--- src/pkg/sac_pkg.sv ---
// Package: register map, field layout and timing constants of the converter
`default_nettype none
package sac_pkg;
  localparam int unsigned RES_W = 10;
  localparam logic [3:0] OFF_CTRL0 = 4'h0;
  localparam logic [3:0] OFF_CTRL1 = 4'h4;
  localparam logic [3:0] OFF_RESH  = 4'h8;
  localparam logic [3:0] OFF_RESL  = 4'hC;
  localparam logic [5:0] OFF_REFT  = 6'h10;
  localparam logic [5:0] OFF_FLAG  = 6'h14;
  localparam logic [5:0] OFF_PEN   = 6'h18;
  localparam logic [5:0] OFF_IRQC  = 6'h1C;
  localparam logic [7:0] RST_BYTE  = 8'h00;
  // Control 0 fields
  localparam int unsigned B_ON = 0;
  localparam int unsigned B_GO = 1;
  localparam int unsigned B_CHS = 2;
  // Control 1 fields
  localparam int unsigned B_PREF = 0;
  localparam int unsigned B_CS = 4;
  // Reference/temperature control fields
  localparam int unsigned B_TEMP_RANGE_SELECT = 4;
  localparam int unsigned B_TEMP_SENSE_ENABLE = 5;
  localparam int unsigned B_FRDY = 6;
  localparam int unsigned B_FEN = 7;
  // Interrupt control fields
  localparam int unsigned B_PERIPHERAL_IRQ_ENABLE = 6;
  localparam int unsigned B_GIE = 7;
  // Channel codes
  localparam logic [4:0] CH_LAST_PIN = 5'h07;
  localparam logic [4:0] CH_TEMP = 5'h1D;
  localparam logic [4:0] CH_DAC  = 5'h1E;
  localparam logic [4:0] CH_FREF = 5'h1F;
  // Conversion: 1 settle half + 10 bits + 2 write halves = 23 half periods
  localparam logic [4:0] HALF_TOTAL = 5'd23;
  localparam logic [1:0] CS_RC = 2'b11;
  typedef enum logic [1:0] {SAC_IDLE, SAC_SETTLE, SAC_BITS} sac_state_t;
endpackage
`default_nettype wire

--- src/hw/sac_top.sv ---
// Converter control block with temperature sense, classic Wishbone slave
// Function
// [RL1] Temperature circuit powered only while its enable bit is set.
// [RL2] Range bit one selects high range, zero selects low range.
// [RL3] Software waits 200 us after routing to sensor before converting.
// [RL4] Software spaces sensor conversions at least 200 us apart.
// [RL5] Sensor output reaches the converter only through its own channel.
// [RL6] Ten-bit successive approximation result stored in high/low pair.
// [RL7] Channel select picks one of eleven inputs for sample-and-hold.
// [RL8] Software waits an acquisition delay after a channel change.
// [RL9] Positive reference per select field; negative reference always ground.
// [RL10] Clock select gives system /2../64 or the dedicated RC clock.
// [RL11] One conversion lasts 11.5 bit periods.
// [RL12] System-derived bit clock tracks system clock; RC is independent.
// [RL13] Above 1 MHz, software picks RC only for conversions in sleep.
// [RL14] Conversion continues in sleep only with RC clock selected.
// [RL15] Done flag set at end of every conversion regardless of enable.
// [RL16] Software clears the done flag; hardware never clears it.
// [RL17] Flag forwarded as request only while its enable bit is set.
// [RL18] Enabled completion during sleep wakes the device.
// [RL19] Vector after wake only if global and peripheral enables set.
// [RL20] Go bit starts; at end go clears, flag sets, result updates.
// [RL21] Go cleared mid-way: partial result, rest filled with last bit.
// [RL22] Sleep with non-RC clock aborts conversion, converter off, on bit kept.
// [RL23] Request equals flag AND enable, held until flag cleared.
// [RL24] Reset clears go, flag and all control fields, abandoning conversion.
//
// Local design decisions: the register addresses and the Wishbone slave port.
`timescale 1ns/1ps
`default_nettype none
module sac_top (
  input  wire logic             clk_i,
  input  wire logic             rst_i,
  input  wire logic             rc_tick_i,
  input  wire logic             sleep_i,
  input  wire logic             comp_i,
  input  wire logic             wb_cyc_i,
  input  wire logic             wb_stb_i,
  input  wire logic             wb_we_i,
  input  wire logic [5:0]       wb_adr_i,
  input  wire logic [3:0]       wb_sel_i,
  input  wire logic [31:0]      wb_dat_i,
  output logic      [31:0]      wb_dat_o,
  output logic                  wb_ack_o,
  output logic      [9:0]       dac_trial_o,
  output logic                  sample_o,
  output logic      [4:0]       channel_select_o,
  output logic      [1:0]       positive_ref_select_o,
  output logic                  converter_powered_o,
  output logic                  temp_sense_enable_o,
  output logic                  temp_range_select_o,
  output logic                  irq_o,
  output logic                  wake_o,
  output logic                  vector_o
);
  import sac_pkg::*;

  // ---------------------------------------------------------------
  // Registers and bus decode
  // ---------------------------------------------------------------
  logic [7:0] ctrl0_r, ctrl1_r, reft_r, pen_r, irqc_r;
  logic       flag_r, ack_r, go_clr, done_ev;
  logic [9:0] res_r, sar_r;
  logic [3:0] bit_r;
  logic [4:0] half_r;
  logic [5:0] div_r;
  logic       tick;
  sac_state_t st_r;

  wire acc = wb_cyc_i & wb_stb_i & ~ack_r;
  wire wr  = acc & wb_we_i & wb_sel_i[0];
  wire rc_sel = (ctrl1_r[B_CS +: 2] == CS_RC);
  wire busy = (st_r != SAC_IDLE);
  wire halt = sleep_i & ~rc_sel;

  function automatic logic hit(input logic [5:0] a, input logic [5:0] o);
    return a == o;
  endfunction

  assign wb_ack_o = ack_r;
  always_ff @(posedge clk_i) begin
    if (rst_i) ack_r <= 1'b0;
    else ack_r <= acc;
  end

  always_ff @(posedge clk_i) begin
    if (rst_i) wb_dat_o <= 32'h0000_0000;
    else if (acc) begin
      unique case (1'b1)
        hit(wb_adr_i, {2'b00, OFF_CTRL0}): wb_dat_o <= {24'h00_0000, ctrl0_r};
        hit(wb_adr_i, {2'b00, OFF_CTRL1}): wb_dat_o <= {24'h00_0000, ctrl1_r};
        hit(wb_adr_i, {2'b00, OFF_RESH}):  wb_dat_o <= {30'h0, res_r[9:8]};
        hit(wb_adr_i, {2'b00, OFF_RESL}):  wb_dat_o <= {24'h00_0000, res_r[7:0]};
        hit(wb_adr_i, OFF_REFT): wb_dat_o <= {24'h00_0000, reft_r[7],
                                  1'b1, reft_r[5:0]};
        hit(wb_adr_i, OFF_FLAG): wb_dat_o <= {31'h0, flag_r};
        hit(wb_adr_i, OFF_PEN):  wb_dat_o <= {24'h00_0000, pen_r};
        hit(wb_adr_i, OFF_IRQC): wb_dat_o <= {24'h00_0000, irqc_r};
        default: wb_dat_o <= 32'h0000_0000;
      endcase
    end
  end

  // Control 0: go bit set by software, cleared by hardware at end
  assign go_clr = done_ev | halt;
  always_ff @(posedge clk_i) begin
    if (rst_i) ctrl0_r <= RST_BYTE; // see [RL24]
    else begin
      if (wr && hit(wb_adr_i, {2'b00, OFF_CTRL0}))
        ctrl0_r <= {1'b0, wb_dat_i[6:0]};
      if (go_clr)
        ctrl0_r[B_GO] <= 1'b0; // see [RL20] see [RL22]
    end
  end

  always_ff @(posedge clk_i) begin
    if (rst_i) begin
      ctrl1_r <= RST_BYTE;
      reft_r  <= RST_BYTE;
      pen_r   <= RST_BYTE;
      irqc_r  <= RST_BYTE;
    end else if (wr) begin
      if (hit(wb_adr_i, {2'b00, OFF_CTRL1}))
        ctrl1_r <= {1'b0, wb_dat_i[6:4], 2'b00, wb_dat_i[1:0]};
      if (hit(wb_adr_i, OFF_REFT)) reft_r <= wb_dat_i[7:0];
      if (hit(wb_adr_i, OFF_PEN))  pen_r  <= wb_dat_i[7:0];
      if (hit(wb_adr_i, OFF_IRQC)) irqc_r <= wb_dat_i[7:0];
    end
  end

  // Flag: set wins over a same-cycle software clear
  always_ff @(posedge clk_i) begin
    if (rst_i) flag_r <= 1'b0;
    else if (done_ev) flag_r <= 1'b1; // see [RL15]
    else if (wr && hit(wb_adr_i, OFF_FLAG)) flag_r <= wb_dat_i[0]; // see [RL16]
  end

  // ---------------------------------------------------------------
  // Bit clock: half-period tick from divider or RC tick
  // ---------------------------------------------------------------
  // Divider runs on the system clock, so it follows any change in it
  wire [2:0] cs = ctrl1_r[B_CS +: 3];
  logic [5:0] lim;
  always_comb begin
    unique case (cs)
      3'b000: lim = 6'd0;
      3'b100: lim = 6'd1;
      3'b001: lim = 6'd3;
      3'b101: lim = 6'd7;
      3'b010: lim = 6'd15;
      3'b110: lim = 6'd31;
      default: lim = 6'd0;
    endcase
  end
  always_ff @(posedge clk_i) begin
    if (rst_i || !busy) div_r <= 6'd0;
    else if (div_r >= lim) div_r <= 6'd0; // see [RL10] see [RL12]
    else div_r <= div_r + 6'd1;
  end
  assign tick = rc_sel ? rc_tick_i : (div_r >= lim); // see [RL10]

  // ---------------------------------------------------------------
  // Successive approximation sequencer
  // ---------------------------------------------------------------
  wire go = ctrl0_r[B_GO] & ctrl0_r[B_ON];
  wire abort = busy & ~ctrl0_r[B_GO];
  assign done_ev = (st_r == SAC_BITS) && tick && (half_r == HALF_TOTAL - 5'd1);

  always_ff @(posedge clk_i) begin
    if (rst_i) begin
      st_r <= SAC_IDLE; // see [RL24]
      half_r <= 5'd0;
      bit_r <= 4'd9;
      sar_r <= 10'h000;
      res_r <= 10'h000;
    end else if (halt && busy) begin
      st_r <= SAC_IDLE; // see [RL22]
    end else if (abort) begin
      st_r <= SAC_IDLE;
      // Unconverted bits copy the last decided bit
      for (int i = 0; i < RES_W; i++)
        res_r[i] <= (i > int'(bit_r)) ? sar_r[i] :
                    (bit_r == 4'd9 ? 1'b0 : sar_r[bit_r + 4'd1]); // see [RL21]
    end else begin
      unique case (st_r)
        SAC_IDLE: if (go) begin
          st_r <= SAC_SETTLE;
          half_r <= 5'd0;
          bit_r <= 4'd9;
          sar_r <= 10'h200;
        end
        SAC_SETTLE: if (tick) begin
          st_r <= SAC_BITS;
          half_r <= 5'd1;
        end
        SAC_BITS: if (tick) begin
          half_r <= half_r + 5'd1; // see [RL11]
          if (half_r[0] && half_r < 5'd21) begin
            sar_r[bit_r] <= comp_i; // see [RL6]
            if (bit_r != 4'd0) begin
              sar_r[bit_r - 4'd1] <= 1'b1;
              bit_r <= bit_r - 4'd1;
            end
          end
          if (done_ev) begin
            st_r <= SAC_IDLE;
            res_r <= sar_r; // see [RL20]
          end
        end
      endcase
    end
  end

  // ---------------------------------------------------------------
  // Outputs
  // ---------------------------------------------------------------
  assign dac_trial_o = sar_r;
  assign sample_o = (st_r == SAC_IDLE) & ctrl0_r[B_ON] & ~halt;
  assign channel_select_o = ctrl0_r[B_CHS +: 5]; // see [RL7] see [RL5]
  assign positive_ref_select_o = ctrl1_r[B_PREF +: 2]; // see [RL9]
  assign converter_powered_o = ctrl0_r[B_ON] & ~halt; // see [RL14] see [RL22]
  assign temp_sense_enable_o = reft_r[B_TEMP_SENSE_ENABLE]; // see [RL1]
  assign temp_range_select_o = reft_r[B_TEMP_RANGE_SELECT]; // see [RL2]
  assign irq_o = flag_r & pen_r[0]; // see [RL17] see [RL23]
  assign wake_o = irq_o & sleep_i; // see [RL18]
  assign vector_o = irq_o & irqc_r[B_GIE] & irqc_r[B_PERIPHERAL_IRQ_ENABLE]; // see [RL19]

  // ---------------------------------------------------------------
  // Checks
  // ---------------------------------------------------------------
  property p_flag_set;
    @(posedge clk_i) disable iff (rst_i) done_ev |=> flag_r;
  endproperty
  a_flag_set: assert property (p_flag_set) // see [RL15]
    else $error("flag not set");
  property p_go_clr;
    @(posedge clk_i) disable iff (rst_i) done_ev |=> !ctrl0_r[B_GO];
  endproperty
  a_go_clr: assert property (p_go_clr) // see [RL20]
    else $error("go not cleared");
  // Request must hold while neither flag nor enable is rewritten
  property p_irq;
    @(posedge clk_i) disable iff (rst_i)
      (irq_o && !(wr && (hit(wb_adr_i, OFF_FLAG) ||
                         hit(wb_adr_i, OFF_PEN)))) |=> irq_o;
  endproperty
  a_irq: assert property (p_irq) // see [RL23]
    else $error("irq dropped");
  property p_ts;
    @(posedge clk_i) disable iff (rst_i)
      (wr && hit(wb_adr_i, OFF_REFT)) |=>
        (temp_sense_enable_o == $past(wb_dat_i[B_TEMP_SENSE_ENABLE]));
  endproperty
  a_ts: assert property (p_ts) // see [RL1]
    else $error("sense power wrong");
  property p_range;
    @(posedge clk_i) disable iff (rst_i)
      (wr && hit(wb_adr_i, OFF_REFT)) |=>
        (temp_range_select_o == $past(wb_dat_i[B_TEMP_RANGE_SELECT]));
  endproperty
  a_range: assert property (p_range) // see [RL2]
    else $error("range wrong");
  property p_halt;
    @(posedge clk_i) disable iff (rst_i) (busy && halt) |=> !busy;
  endproperty
  a_halt: assert property (p_halt) // see [RL22]
    else $error("sleep abort");
  property p_keep;
    @(posedge clk_i) disable iff (rst_i)
      (flag_r && !(wr && hit(wb_adr_i, OFF_FLAG))) |=> flag_r;
  endproperty
  a_keep: assert property (p_keep) // see [RL16]
    else $error("flag self clear");
  property p_wake;
    @(posedge clk_i) disable iff (rst_i)
      (done_ev && sleep_i && pen_r[0]) |=> (wake_o || !sleep_i);
  endproperty
  a_wake: assert property (p_wake) // see [RL18]
    else $error("no wake");
  property p_abort;
    @(posedge clk_i) disable iff (rst_i) (abort && !halt) |=> !busy;
  endproperty
  a_abort: assert property (p_abort) // see [RL21]
    else $error("abort");
  property p_start;
    @(posedge clk_i) disable iff (rst_i)
      (st_r == SAC_IDLE && go && !halt) |=> (st_r == SAC_SETTLE);
  endproperty
  a_start: assert property (p_start) // see [RL20]
    else $error("no start");
  property p_result;
    @(posedge clk_i) disable iff (rst_i)
      (done_ev && !abort && !halt) |=> (res_r == $past(sar_r));
  endproperty
  a_result: assert property (p_result) // see [RL6]
    else $error("bad result");
  // A divided bit clock slower than /2 never ticks on two edges in a row
  property p_div;
    @(posedge clk_i) disable iff (rst_i)
      (busy && !rc_sel && lim != 6'd0 && tick) |=> !tick;
  endproperty
  a_div: assert property (p_div) // see [RL10]
    else $error("divider too fast");
  property p_rst;
    @(posedge clk_i) $fell(rst_i) |->
      (!busy && !flag_r && !ctrl0_r[B_GO]);
  endproperty
  a_rst: assert property (p_rst) // see [RL24]
    else $error("reset left state");
  c_done: cover property (@(posedge clk_i) done_ev);
  c_abort: cover property (@(posedge clk_i) abort && !halt);
  c_wake: cover property (@(posedge clk_i) wake_o);
  c_rc_sleep: cover property (@(posedge clk_i) done_ev && sleep_i && rc_sel);
  c_sleep_abort: cover property (@(posedge clk_i) busy && halt);
endmodule // sac_top
`default_nettype wire

--- config.mk ---
export PLATFORM = sky130hd
export DESIGN_NAME = sac_top
export DESIGN_NICKNAME = d
export VERILOG_FILES = /design/src/pkg/sac_pkg.sv /design/src/hw/sac_top.sv
export SDC_FILE = /design/constraint.sdc
export NUM_CORES = 1
export LEC_CHECK = 0
export ABC_AREA = 1
export BUFFER_PORTS_ARGS = -buffer_cell sky130_fd_sc_hd__buf_2
export CORE_AREA = 10 10 106 108
export DETAILED_ROUTE_END_ITERATION = 8
export DIE_AREA = 0 0 116 118
export GPL_TIMING_DRIVEN = 0
export PLACE_DENSITY_LB_ADDON = 0.12
export SYNTH_ARGS = -nofsm -noshare
export SYNTH_HDL_FRONTEND = slang
export SYNTH_SLANG_ARGS = --single-unit
--- constraint.sdc ---
create_clock -name clk_i -period 4.55 [get_ports clk_i]
set_input_delay 0.6825 -clock clk_i [delete_from_list [all_inputs] [get_ports clk_i]]
set_output_delay 0.6825 -clock clk_i [all_outputs]
set_load 0.01 [all_outputs]
# --- Yosys cells after proc, flatten, opt, wreduce, memory -nomap -nowiden ---
# Index checks and enable logic that the tools add are counted.
classes:
  n_addsub: 4
  magnitude_cmp: 16
  n_eq_ne: 23
  mux: 45
  bitwise: 22
  reduce_logical: 31
ops:
  columns: ["operator", "count"]
  rows:
  - ["$mux W10", 8]
  - ["$pmux W8 S8", 1]
  - ["$pmux W5 S5", 1]
  - ["$eq A6 B5 Y1 const B", 4]
  - ["$pmux W10 S2", 1]
  - ["$gt A3 B4 Y1 const A", 4]
  - ["$mux W1", 16]
  - ["$mux W4", 4]
  - ["$lt A4 B5 Y1 const B", 3]
  - ["$mux W5", 3]
  - ["$pmux W5 S3", 1]
  - ["$and A1 B1 Y1", 14]
  - ["$eq A6 B4 Y1 const B", 2]
  - ["$reduce_bool A2 Y1", 6]
  - ["$bwmux W10", 1]
  - ["$or A10 B10 Y10", 1]
  - ["$eq A3 B3 Y1 const B", 3]
  - ["$demux W1 S4", 2]
  - ["$ge A4 B1 Y1 const B", 2]
  - ["$gt A2 B4 Y1 const A", 2]
  - ["$gt A4 B4 Y1 const A", 2]
  - ["$logic_and A1 B1 Y1", 8]
  - ["$mux W2", 4]
  - ["$ne A2 B2 Y1 const B", 4]
  - ["32 further kinds", 44]
word_totals:
  register_bits: 107
  word_cells: 156

# --- Logic depth before layout (Yosys ltp) ---
# Gate-level depths: netlist of the first run.
depth:
  word_depth: 10
  depth_mapped: 17

# --- Worst setup path before layout of the first run ---
# No wires, ideal clock.
synth_path:
  kind: "reg2reg"
  startpoint: "reg ctrl1_r[5]"
  endpoint: "reg sar_r[1], in the netlist dac_trial_o[1]"
  arrival_time_ns: 1.833
  required_ns: 4.422
  setup_slack_ns: 2.589
  stages_incl_launch_ff: 15
  n_path_buf: 1
  path_cell_list: "dfxtp_1 -> inv_1 -> nor2_1 -> nand2_1 -> ha_1 -> nand2_1 -> nor2_1 -> nand2_1 -> nand2_1 -> nand2_2 -> nand3_4 -> nand3_4 -> buf_6 -> o21ai_0 -> nor2_1"
synth_between:
  elab_chain_cells: 6
synth_lines:
  columns: ["element", "line", "text"]
  rows:
  - ["start, declared", "sac_top.sv:61", "logic [7:0] ctrl0_r, ctrl1_r, reft_r, pen_r, irqc_r;"]
  - ["start signal, assigned", "sac_top.sv:124", "ctrl1_r <= {1'b0, wb_dat_i[6:4], 2'b00, wb_dat_i[1:0]};"]
  - ["$eq A3 B3 Y1 (tied with other cells)", "sac_top.sv:145", "unique case (cs)"]
  - ["$pmux W5 S5 or $not A1 Y1 (tied branches)", "sac_top.sv:145, sac_top.sv:74", null]
  - ["$ge A6 B6 Y1 or $and A1 B1 Y1 (tied branches)", "sac_top.sv:160, sac_top.sv:74", null]
  - ["$mux W1 or $logic_and A1 B1 Y1 (tied branches)", "sac_top.sv:160, sac_top.sv:176", null]
  - ["$ne A2 B2 Y1 (no line) or $not A1 Y1 (tied branches)", null, null]
  - ["$reduce_and A6 Y1 (no line) *", null, null]
  - ["end signal, assigned by index", "sac_top.sv:199", "sar_r[bit_r] <= comp_i;"]
  - ["end, declared", "sac_top.sv:63", "logic [9:0] res_r, sar_r;"]
# Every way passes the cells marked *; elsewhere a longest branch is shown, timed or not.
# A chain may end at the register's enable or synchronous reset.

# --- Final worst setup path of the first run ---
layout_path:
  startpoint: "reg ctrl1_r[5]"
  endpoint: "reg res_r[4]"
layout_between:
  elab_chain_cells: 8
layout_lines:
  columns: ["element", "line", "text"]
  rows:
  - ["$eq A3 B3 Y1 (tied with other cells)", "sac_top.sv:145", null]
  - ["$pmux W5 S5", "sac_top.sv:145", null]
  - ["$ge A6 B6 Y1", "sac_top.sv:160", "assign tick = rc_sel ? rc_tick_i : (div_r >= lim);"]
  - ["$mux W1", "sac_top.sv:160", null]
  - ["$logic_and A1 B1 Y1 (2 in series)", "sac_top.sv:167", "assign done_ev = (st_r == SAC_BITS) && tick && (half_r == HALF_TOTAL - 5'd1);"]
  - ["$reduce_bool A2 Y1 (no line)", null, null]
  - ["$reduce_and A4 Y1 (no line) *", null, null]
  - ["end signal, assigned by index", "sac_top.sv:182", "res_r[i] <= (i > int'(bit_r)) ? sar_r[i] :"]
  - ["end signal, assigned", "sac_top.sv:207", "res_r <= sar_r;"]
  - ["end, declared", "sac_top.sv:63", null]
# Marks and branches as above.

==> run_results.csv, run 1 <==
group,metric,value,unit
outcome,outcome,"finished clean",
cts,clock_latency,0.36,ns
floorplan,core-area,9110,um^2
route,ant_nets,0,
worst_setup_path,cp-end-kind,"register",
layout,num_antenna_cells,0,
timing,fin_crit_sh,50.1,%
route,wl_per_cell,14.0,um
layout,area.sequential,1640,um^2
floorplan,die_x,116,um
synthesis,async_flop_share,0,%
power_and_ir_drop,vdd_ir_drop_max,351,uV
route,drt-total-wl,13.4,mm
timing,worst_pin_slew,0.569,ns
floorplan,io_pins,107,
timing,rsz0062_at_grt,"no",
timing,maxSlewViolCount,0,
worst_setup_path,rrSetupSlack,2.27,ns
place,hpwl,10.5,mm
worst_setup_path,critical_path_class,"reg -> reg",
synthesis,synthCells,755,
timing,fmax,438,MHz
floorplan,dieArea,13700,um^2
floorplan,row_count,35,
floorplan,initial_utilization,53.4,%
grt,antenna_found_initial,0,
cts,clock_path_buffers,2,
layout,final_cell_mix,"155 x nand2_1, 133 x nor2_1, 92 x inv_1",
power_and_ir_drop,total_power,2.93,mW
worst_setup_path,crit_end,"res_r[4]",
flow_run,maxCapViolCount,0,
synthesis,ys_ff_latch,82,
synthesis,syn_area,4870,um^2
timing,slew_headroom,61.8,%
synthesis,synth_area_leader_cell,"dfxtp_1",
layout,layout.cells.non_filler,958,
timing,tns,0,ns
timing,worst_slack,2.27,ns
place,gp_congestion,0.953,
timing,finalHoldViolCount,0,
cts,path_clk_slew,0.09,ns
layout,multiInputGateArea,2620,um^2
worst_setup_path,cp.arrival,2.54,ns
layout,fin_util,61.3,%
cts,post_cts_buffers,0,
synthesis,synth_edf_count,0,
cts,cts_resized,0,
worst_setup_path,rr_startpoint,"ctrl1_r[5]",
grt,grt_start_max_net_pins,15,
worst_setup_path,cp_num_buf_inv,2,
power_and_ir_drop,power_density,526,nW/um^2
timing,fin_crit,2.28,ns
worst_setup_path,path_cells,"inv_1 > nor2_1 > nand2_1 > ha_1 > nand2_1 > nor2_1 > nand2_1 > nand3_1 > nand3_1 > nand2_1 > buf_2 > nand3_1 > nor2_1 > nor2_1",
hold_path,whs_path_depth,2,
synthesis,yosys.area.top_type_share,33.7,%
route,drc,0,
grt,grt_use_total,19.3,%
worst_setup_path,timing.critical_path.max_delay_family,"simple AND/OR/NAND/NOR gates",
timing,report.final.setup_viol,0,
place,io_buffers,53,
place,placed_area,5360,um^2
synthesis,synth_area_leaders,"dfxtp_1 34%, nand2_1 12%, nor2_1 10%, inv_1 7.1%, o21ai_0 6.7%",
route,post_drt_via_cell_ratio,5.06,
place,pre_cts_slack,2.18,ns
cts,numCtsBuffers,9,
cts,clockRootBuffer,"clkbuf_8",
worst_setup_path,cp-start-kind,"register",
layout,nFillCells,900,
cts,cts.sinks,82,
cts,hold_buffers,0,
synthesis,ys_warn_count,0,
synthesis,synth.distinct_cells,42,
worst_setup_path,critical-path-slowest-cell,"dfxtp_1",
timing,fin_skew,0.00992,ns
timing,timing.hold.ws,0.457,ns
worst_setup_path,cpPeakStageDelay,0.40,ns
layout,area_growth,14.7,%
synthesis,avgSynthCellArea,6.45,um^2
cts,htreeDepth,3,
hold_path,hp-class,"reg -> reg",
route,drtIter0Drc,233,
worst_setup_path,crit_start,"ctrl1_r[5]",
worst_setup_path,worst-path-stages,14,
layout,layout.nets,907,
synthesis,ys_seq_area_share,33.7,%
grt,gr-total-overflow,0,
grt,grt_pass1_wl,21.8,mm
layout,final_common_cell,"nand2_1",
place,place_inst,942,
layout,finish.instance_area,5580,um^2
route,vias,4845,
floorplan,die_h,118,um
cts,cts_tree,"yes",
grt,grt_pass1_vias,4702,
worst_setup_path,regToRegEndpoint,"res_r[4]",
worst_setup_path,r2r_cells,14,
synthesis,synth_ff_type,"dfxtp_1",
layout,drive_above_1_share,15.3,%
worst_setup_path,crit_required,4.81,ns
worst_setup_path,cp_max_fo,10,
route,dr.pass1.iters,5,
power_and_ir_drop,power_leakage,2.69,nW
-- cells in the mapped netlist, drive strengths merged (2+ instances only) --
cell    count
dfxtp      82
o22ai       6
nand2     159
a21oi      46
nand4      11
nor2      141
or2         2
xor2        2
nor3        3
a31oi       3
nor3b       3
clkbuf     12
xnor2       2
buf        40
inv        95
o211ai      4
ha         15
nand3      49
o21ai      70
-- final cells by class --
| type | instances | share of cell area [%] |
|---|---|---|
| multi-input cells | 548 | 46.9 |
| flip-flops and latches | 82 | 29.4 |
| inverters | 96 | 6.45 |
| plain buffers | 52 | 5.98 |
| repair buffers | 53 | 4.75 |
| well taps | 111 | 2.49 |
| clock buffers | 10 | 2.47 |
| clock inverters | 6 | 1.57 |
-- per-layer routing --
metal	up-vias	GRT usage [%]	part of all wire (%)
met4	0	8.22	2.8
met2	135	34.4	50
li1	2535	-	-
met5	-	0	0
met1	2146	21.8	42
met3	29	3.21	5.5
-- worst reg2reg max path, stage by stage, from the launching register on --
cell,delay (ns)
dfxtp_1,0.40
inv_1,0.07
nor2_1,0.21
nand2_1,0.10
ha_1,0.32
nand2_1,0.06
nor2_1,0.08
nand2_1,0.09
nand3_1,0.07
nand3_1,0.15
nand2_1,0.12
buf_2,0.21
nand3_1,0.09
nor2_1,0.15
nor2_1,0.06
-- cells by family after synthesis --
family / count (synthesis) / share of synthesized area [%]
buffers and inverters: 148 / 14.3
DFF: 82 / 33.7
adders and majority gates: 15 / 3.86
xor gates and xnor gates: 4 / 0.720
and+or+nand+nor: 368 / 32.2
AOI/OAI and AO/OA: 136 / 15.0
other: 1 / 0.0770
muxes: 1 / 0.206
-- how the worst min path moves through the flow --
stage               startpoint   endpoint  slack, ns
CTS                  irqc_r[1]  irqc_r[1]       0.46
detailed placement   irqc_r[1]  irqc_r[1]       0.45
floorplan             div_r[0]   div_r[0]       0.43
finish               irqc_r[1]  irqc_r[1]       0.46
global route         irqc_r[1]  irqc_r[1]       0.49
global placement     reft_r[1]  reft_r[1]       0.44
-- flip-flops by register name, indices dropped and copies added, names as in the netlist, 6 cells and up --
name / cells
ctrl0_r: 7
dac_trial_o: 10
div_r: 6
irqc_r: 8
pen_r: 8
reft_r: 7
res_r: 10
wb_dat_o: 8
-- report_power, final --
group          total (mW)  switching [mW]  internal, mW
Combinational        1.40           0.928         0.469
Clock               0.611           0.286         0.325
Sequential          0.927          0.0889         0.838
Note: power is estimated with default switching activity, not from simulation.
==> run 2, diff against run 1 <==
--- a/config.mk
+++ b/config.mk
@@ -5,7 +5,7 @@
 export SDC_FILE = /design/constraint.sdc
 export NUM_CORES = 1
 export LEC_CHECK = 0
-export ABC_AREA = 1
+export ABC_AREA = 0
 export BUFFER_PORTS_ARGS = -buffer_cell sky130_fd_sc_hd__buf_2
 export CORE_AREA = 10 10 106 108
 export DETAILED_ROUTE_END_ITERATION = 8
==> constraint.sdc (replaced) <==
create_clock -name clk_i -period 2.3 [get_ports clk_i]
set_input_delay 0.345 -clock clk_i [delete_from_list [all_inputs] [get_ports clk_i]]
set_output_delay 0.345 -clock clk_i [all_outputs]
set_load 0.01 [all_outputs]
==> run 2 against run 1 <==
Effect of this change:
- the run now ends with negative setup slack left
- critical endpoint is now half_r[2]
- critical path type unchanged
- power decreased by 2.4%
- sequential share of layout area decreased by 2.4 points
- register-to-register slack got worse by 2.4 ns
- worst hold slack got worse by 0.23 ns
- highest routed layer unchanged
- clock power increased by 100%
- non-clock buffer count increased by 36
- sequential power increased by 54%
- via count decreased by 3.5%
==> run_results.csv, run 2 <==
group,metric,value,unit
outcome,outcome,"finished, violations left",
outcome,violations,"negative setup slack",
route,drc,0,
grt,grt_pass1_wl,22.6,mm
worst_setup_path,r2r_cells,9,
grt,grt_start_max_net_pins,17,
worst_setup_path,rrSetupSlack,-0.12,ns
worst_setup_path,cpPeakStageDelay,0.43,ns
grt,met2_usage,33.4,%
worst_setup_path,cp_max_fo,6,
layout,num_antenna_cells,0,
place,hpwl,10.4,mm
worst_setup_path,crit_end,"half_r[2]",
timing,fmax,413,MHz
timing,fin_skew,0.00727,ns
floorplan,dieArea,13700,um^2
worst_setup_path,cp-start-kind,"register",
worst_setup_path,cp-end-kind,"register",
floorplan,die_h,118,um
route,wl_per_cell,17.7,um
timing,slew_headroom,49.9,%
layout,layout.cells.non_filler,803,
layout,layout.nets,752,
layout,nFillCells,762,
cts,cts_tree,"yes",
timing,worst_pin_slew,0.746,ns
grt,antenna_found_initial,0,
place,io_buffers,53,
grt,grt_use_met1,24.6,%
layout,final_common_cell,"dfxtp_1",
worst_setup_path,critical-path-slowest-cell,"or4_4",
grt,grt_pass1_vias,4499,
synthesis,avgSynthCellArea,8.47,um^2
cts,hold_buffers,0,
synthesis,synth_area_leader_cell,"dfxtp_1",
grt,met3_usage,4.23,%
place,place_inst,768,
power_and_ir_drop,vdd_ir_drop_max,236,uV
route,ant_nets,0,
timing,maxSlewViolCount,0,
layout,fin_util,66.9,%
cts,clockRootBuffer,"clkbuf_8",
floorplan,core-area,9110,um^2
layout,area.sequential,1650,um^2
cts,clock_path_buffers,2,
worst_setup_path,rr_startpoint,"ctrl1_r[5]",
synthesis,synthTopCellsByCount,"82 x dfxtp_1, 75 x nor2_1, 48 x mux2i_1",
worst_setup_path,crit_required,2.59,ns
floorplan,io_pins,107,
cts,htreeDepth,3,
synthesis,yosys.area.top_type_share,33.3,%
layout,area_growth,23.8,%
worst_setup_path,crit_start,"ctrl1_r[5]",
synthesis,ys_warn_count,0,
worst_setup_path,cp.arrival,2.71,ns
route,drtIter0Drc,412,
synthesis,synth.distinct_cells,72,
synthesis,ys_seq_area_share,33.3,%
synthesis,synth_edf_count,0,
route,post_drt_via_cell_ratio,5.82,
synthesis,synth_ff_type,"dfxtp_1",
synthesis,synth_most_common_cell,"dfxtp_1",
cts,path_clk_slew,0.10,ns
timing,worst_slack,-0.119,ns
cts,clock_latency,0.36,ns
timing,tns,-0.730,ns
floorplan,die_x,116,um
synthesis,synth_area_leaders,"dfxtp_1 33%, mux2i_1 9.8%, nor2_1 5.7%, buf_4 5.3%, ha_1 3.8%",
route,dr.pass1.iters,5,
grt,gr-max-usage-layer,"met2",
timing,finalHoldViolCount,0,
synthesis,synthCells,581,
flow_run,maxCapViolCount,0,
layout,multiInputGateArea,3150,um^2
worst_setup_path,path_cells,"buf_6 > nor2b_4 > nand2_2 > ha_4 > nand4b_4 > o21a_4 > or4_4 > or3b_1 > a21oi_2",
grt,grt_use_total,20.1,%
layout,final_cell_mix,"78 x dfxtp_1, 73 x nor2_1, 56 x buf_2",
timing,fin_crit_sh,105,%
hold_path,hp-class,"in -> reg",
power_and_ir_drop,power_leakage,2.48,nW
route,drt-total-wl,14.2,mm
power_and_ir_drop,power_density,470,nW/um^2
cts,cts.sinks,82,
floorplan,initial_utilization,54.1,%
layout,drive_above_1_share,29.2,%
route,vias,4677,
synthesis,ys_ff_latch,82,
timing,rsz0062_at_grt,"yes",
timing,report.final.setup_viol,18,
synthesis,async_flop_share,0,%
worst_setup_path,regToRegEndpoint,"half_r[2]",
cts,numCtsBuffers,9,
synthesis,syn_area,4920,um^2
floorplan,row_count,35,
timing,fin_crit,2.42,ns
grt,gr-total-overflow,0,
place,gp_congestion,0.917,
worst_setup_path,critical_path_class,"reg -> reg",
-- run 2: cell types whose count changed after synthesis, moves of 31 or more --
| cell | delta |
|---|---|
| o21ai_0 | -44 |
| nand2_1 | -113 |
| inv_1 | -81 |
| nand3_1 | -31 |
| mux2i_1 | +47 |
| nor2_1 | -58 |
-- run 2: through the flow --
stage | area (um^2) | power, mW | hold WS (ns) | setup slack, ns
3_3_place_gp | 5470 | 1.65 | 0.443 | -0.297
3_5_place_dp | 5470 | 1.65 | 0.459 | -0.323
6_report | 6100 | 2.86 | 0.227 | -0.119
4_1_cts | 5870 | 2.87 | 0.207 | -0.0768
2_1_floorplan | 5070 | 1.58 | 0.426 | 0.00647
5_1_grt | 6100 | 2.95 | 0.227 | -0.220
-- run 2: kinds of logic after synthesis --
kind of cell               share of synthesized area, %
muxes                                              11.4
xor gates and xnor gates                           1.07
adders and majority gates                          3.81
other                                            0.0762
AOI/OAI and AO/OA                                  18.0
DFF                                                33.3
and+or+nand+nor                                    23.0
buffers and inverters                              9.38
-- run 2: report_power, final --
group / internal (mW) / total, mW / leakage, nW / switching (mW)
registers: 1.42 / 1.43 / 0.663 / 0.00343
logic: 0.0728 / 0.193 / 1.70 / 0.121
clock network: 0.631 / 1.24 / 0.113 / 0.611
-- run 2: metal layers --
metal,up-vias,wire (um)
met5,-,0
met4,0,311
met3,32,1130
met2,185,6900
met1,2213,5900
li1,2247,-
-- run 2: worst min path at each step --
| stage | end | depth (start not counted) | from | slack [ns] |
|---|---|---|---|---|
| after detailed placement | div_r[0] | 1 | div_r[0] | 0.46 |
| after global placement | div_r[0] | 1 | div_r[0] | 0.44 |
| after global routing | ctrl0_r[1] | 2 | sleep_i | 0.23 |
| after floorplan | div_r[0] | 1 | div_r[0] | 0.43 |
| final | ctrl0_r[1] | 2 | sleep_i | 0.23 |
| after CTS | ctrl0_r[1] | 2 | sleep_i | 0.21 |
-- run 2: area by class of cell --
type,count,share of cell area (%)
Buffer,68,7.47
Multi-Input combinational cell,442,51.6
Clock buffer,9,2.03
Clock inverter,7,1.72
Timing Repair Buffer,73,7.12
Sequential cell,82,27.0
Inverter,11,0.739
Tap cell,111,2.28
-- run 2: repair_timing --
action / 4_1_cts / 5_1_grt
buffers inserted: 12 / 7
endpoints found under the setup margin: 27 / 33
gates cloned: 0 / 1
gates resized for setup: 27 / 44
pin swaps: 13 / 12
-- run 2: critical path: cells and delay by family, from the launching register on --
| kind | cells | cell delay (ns) |
|---|---|---|
| compound gates | 2 | 0.36 |
| fa+ha+maj | 1 | 0.30 |
| buf+inv | 1 | 0.13 |
| flops | 1 | 0.33 |
| simple gates | 5 | 1.23 |
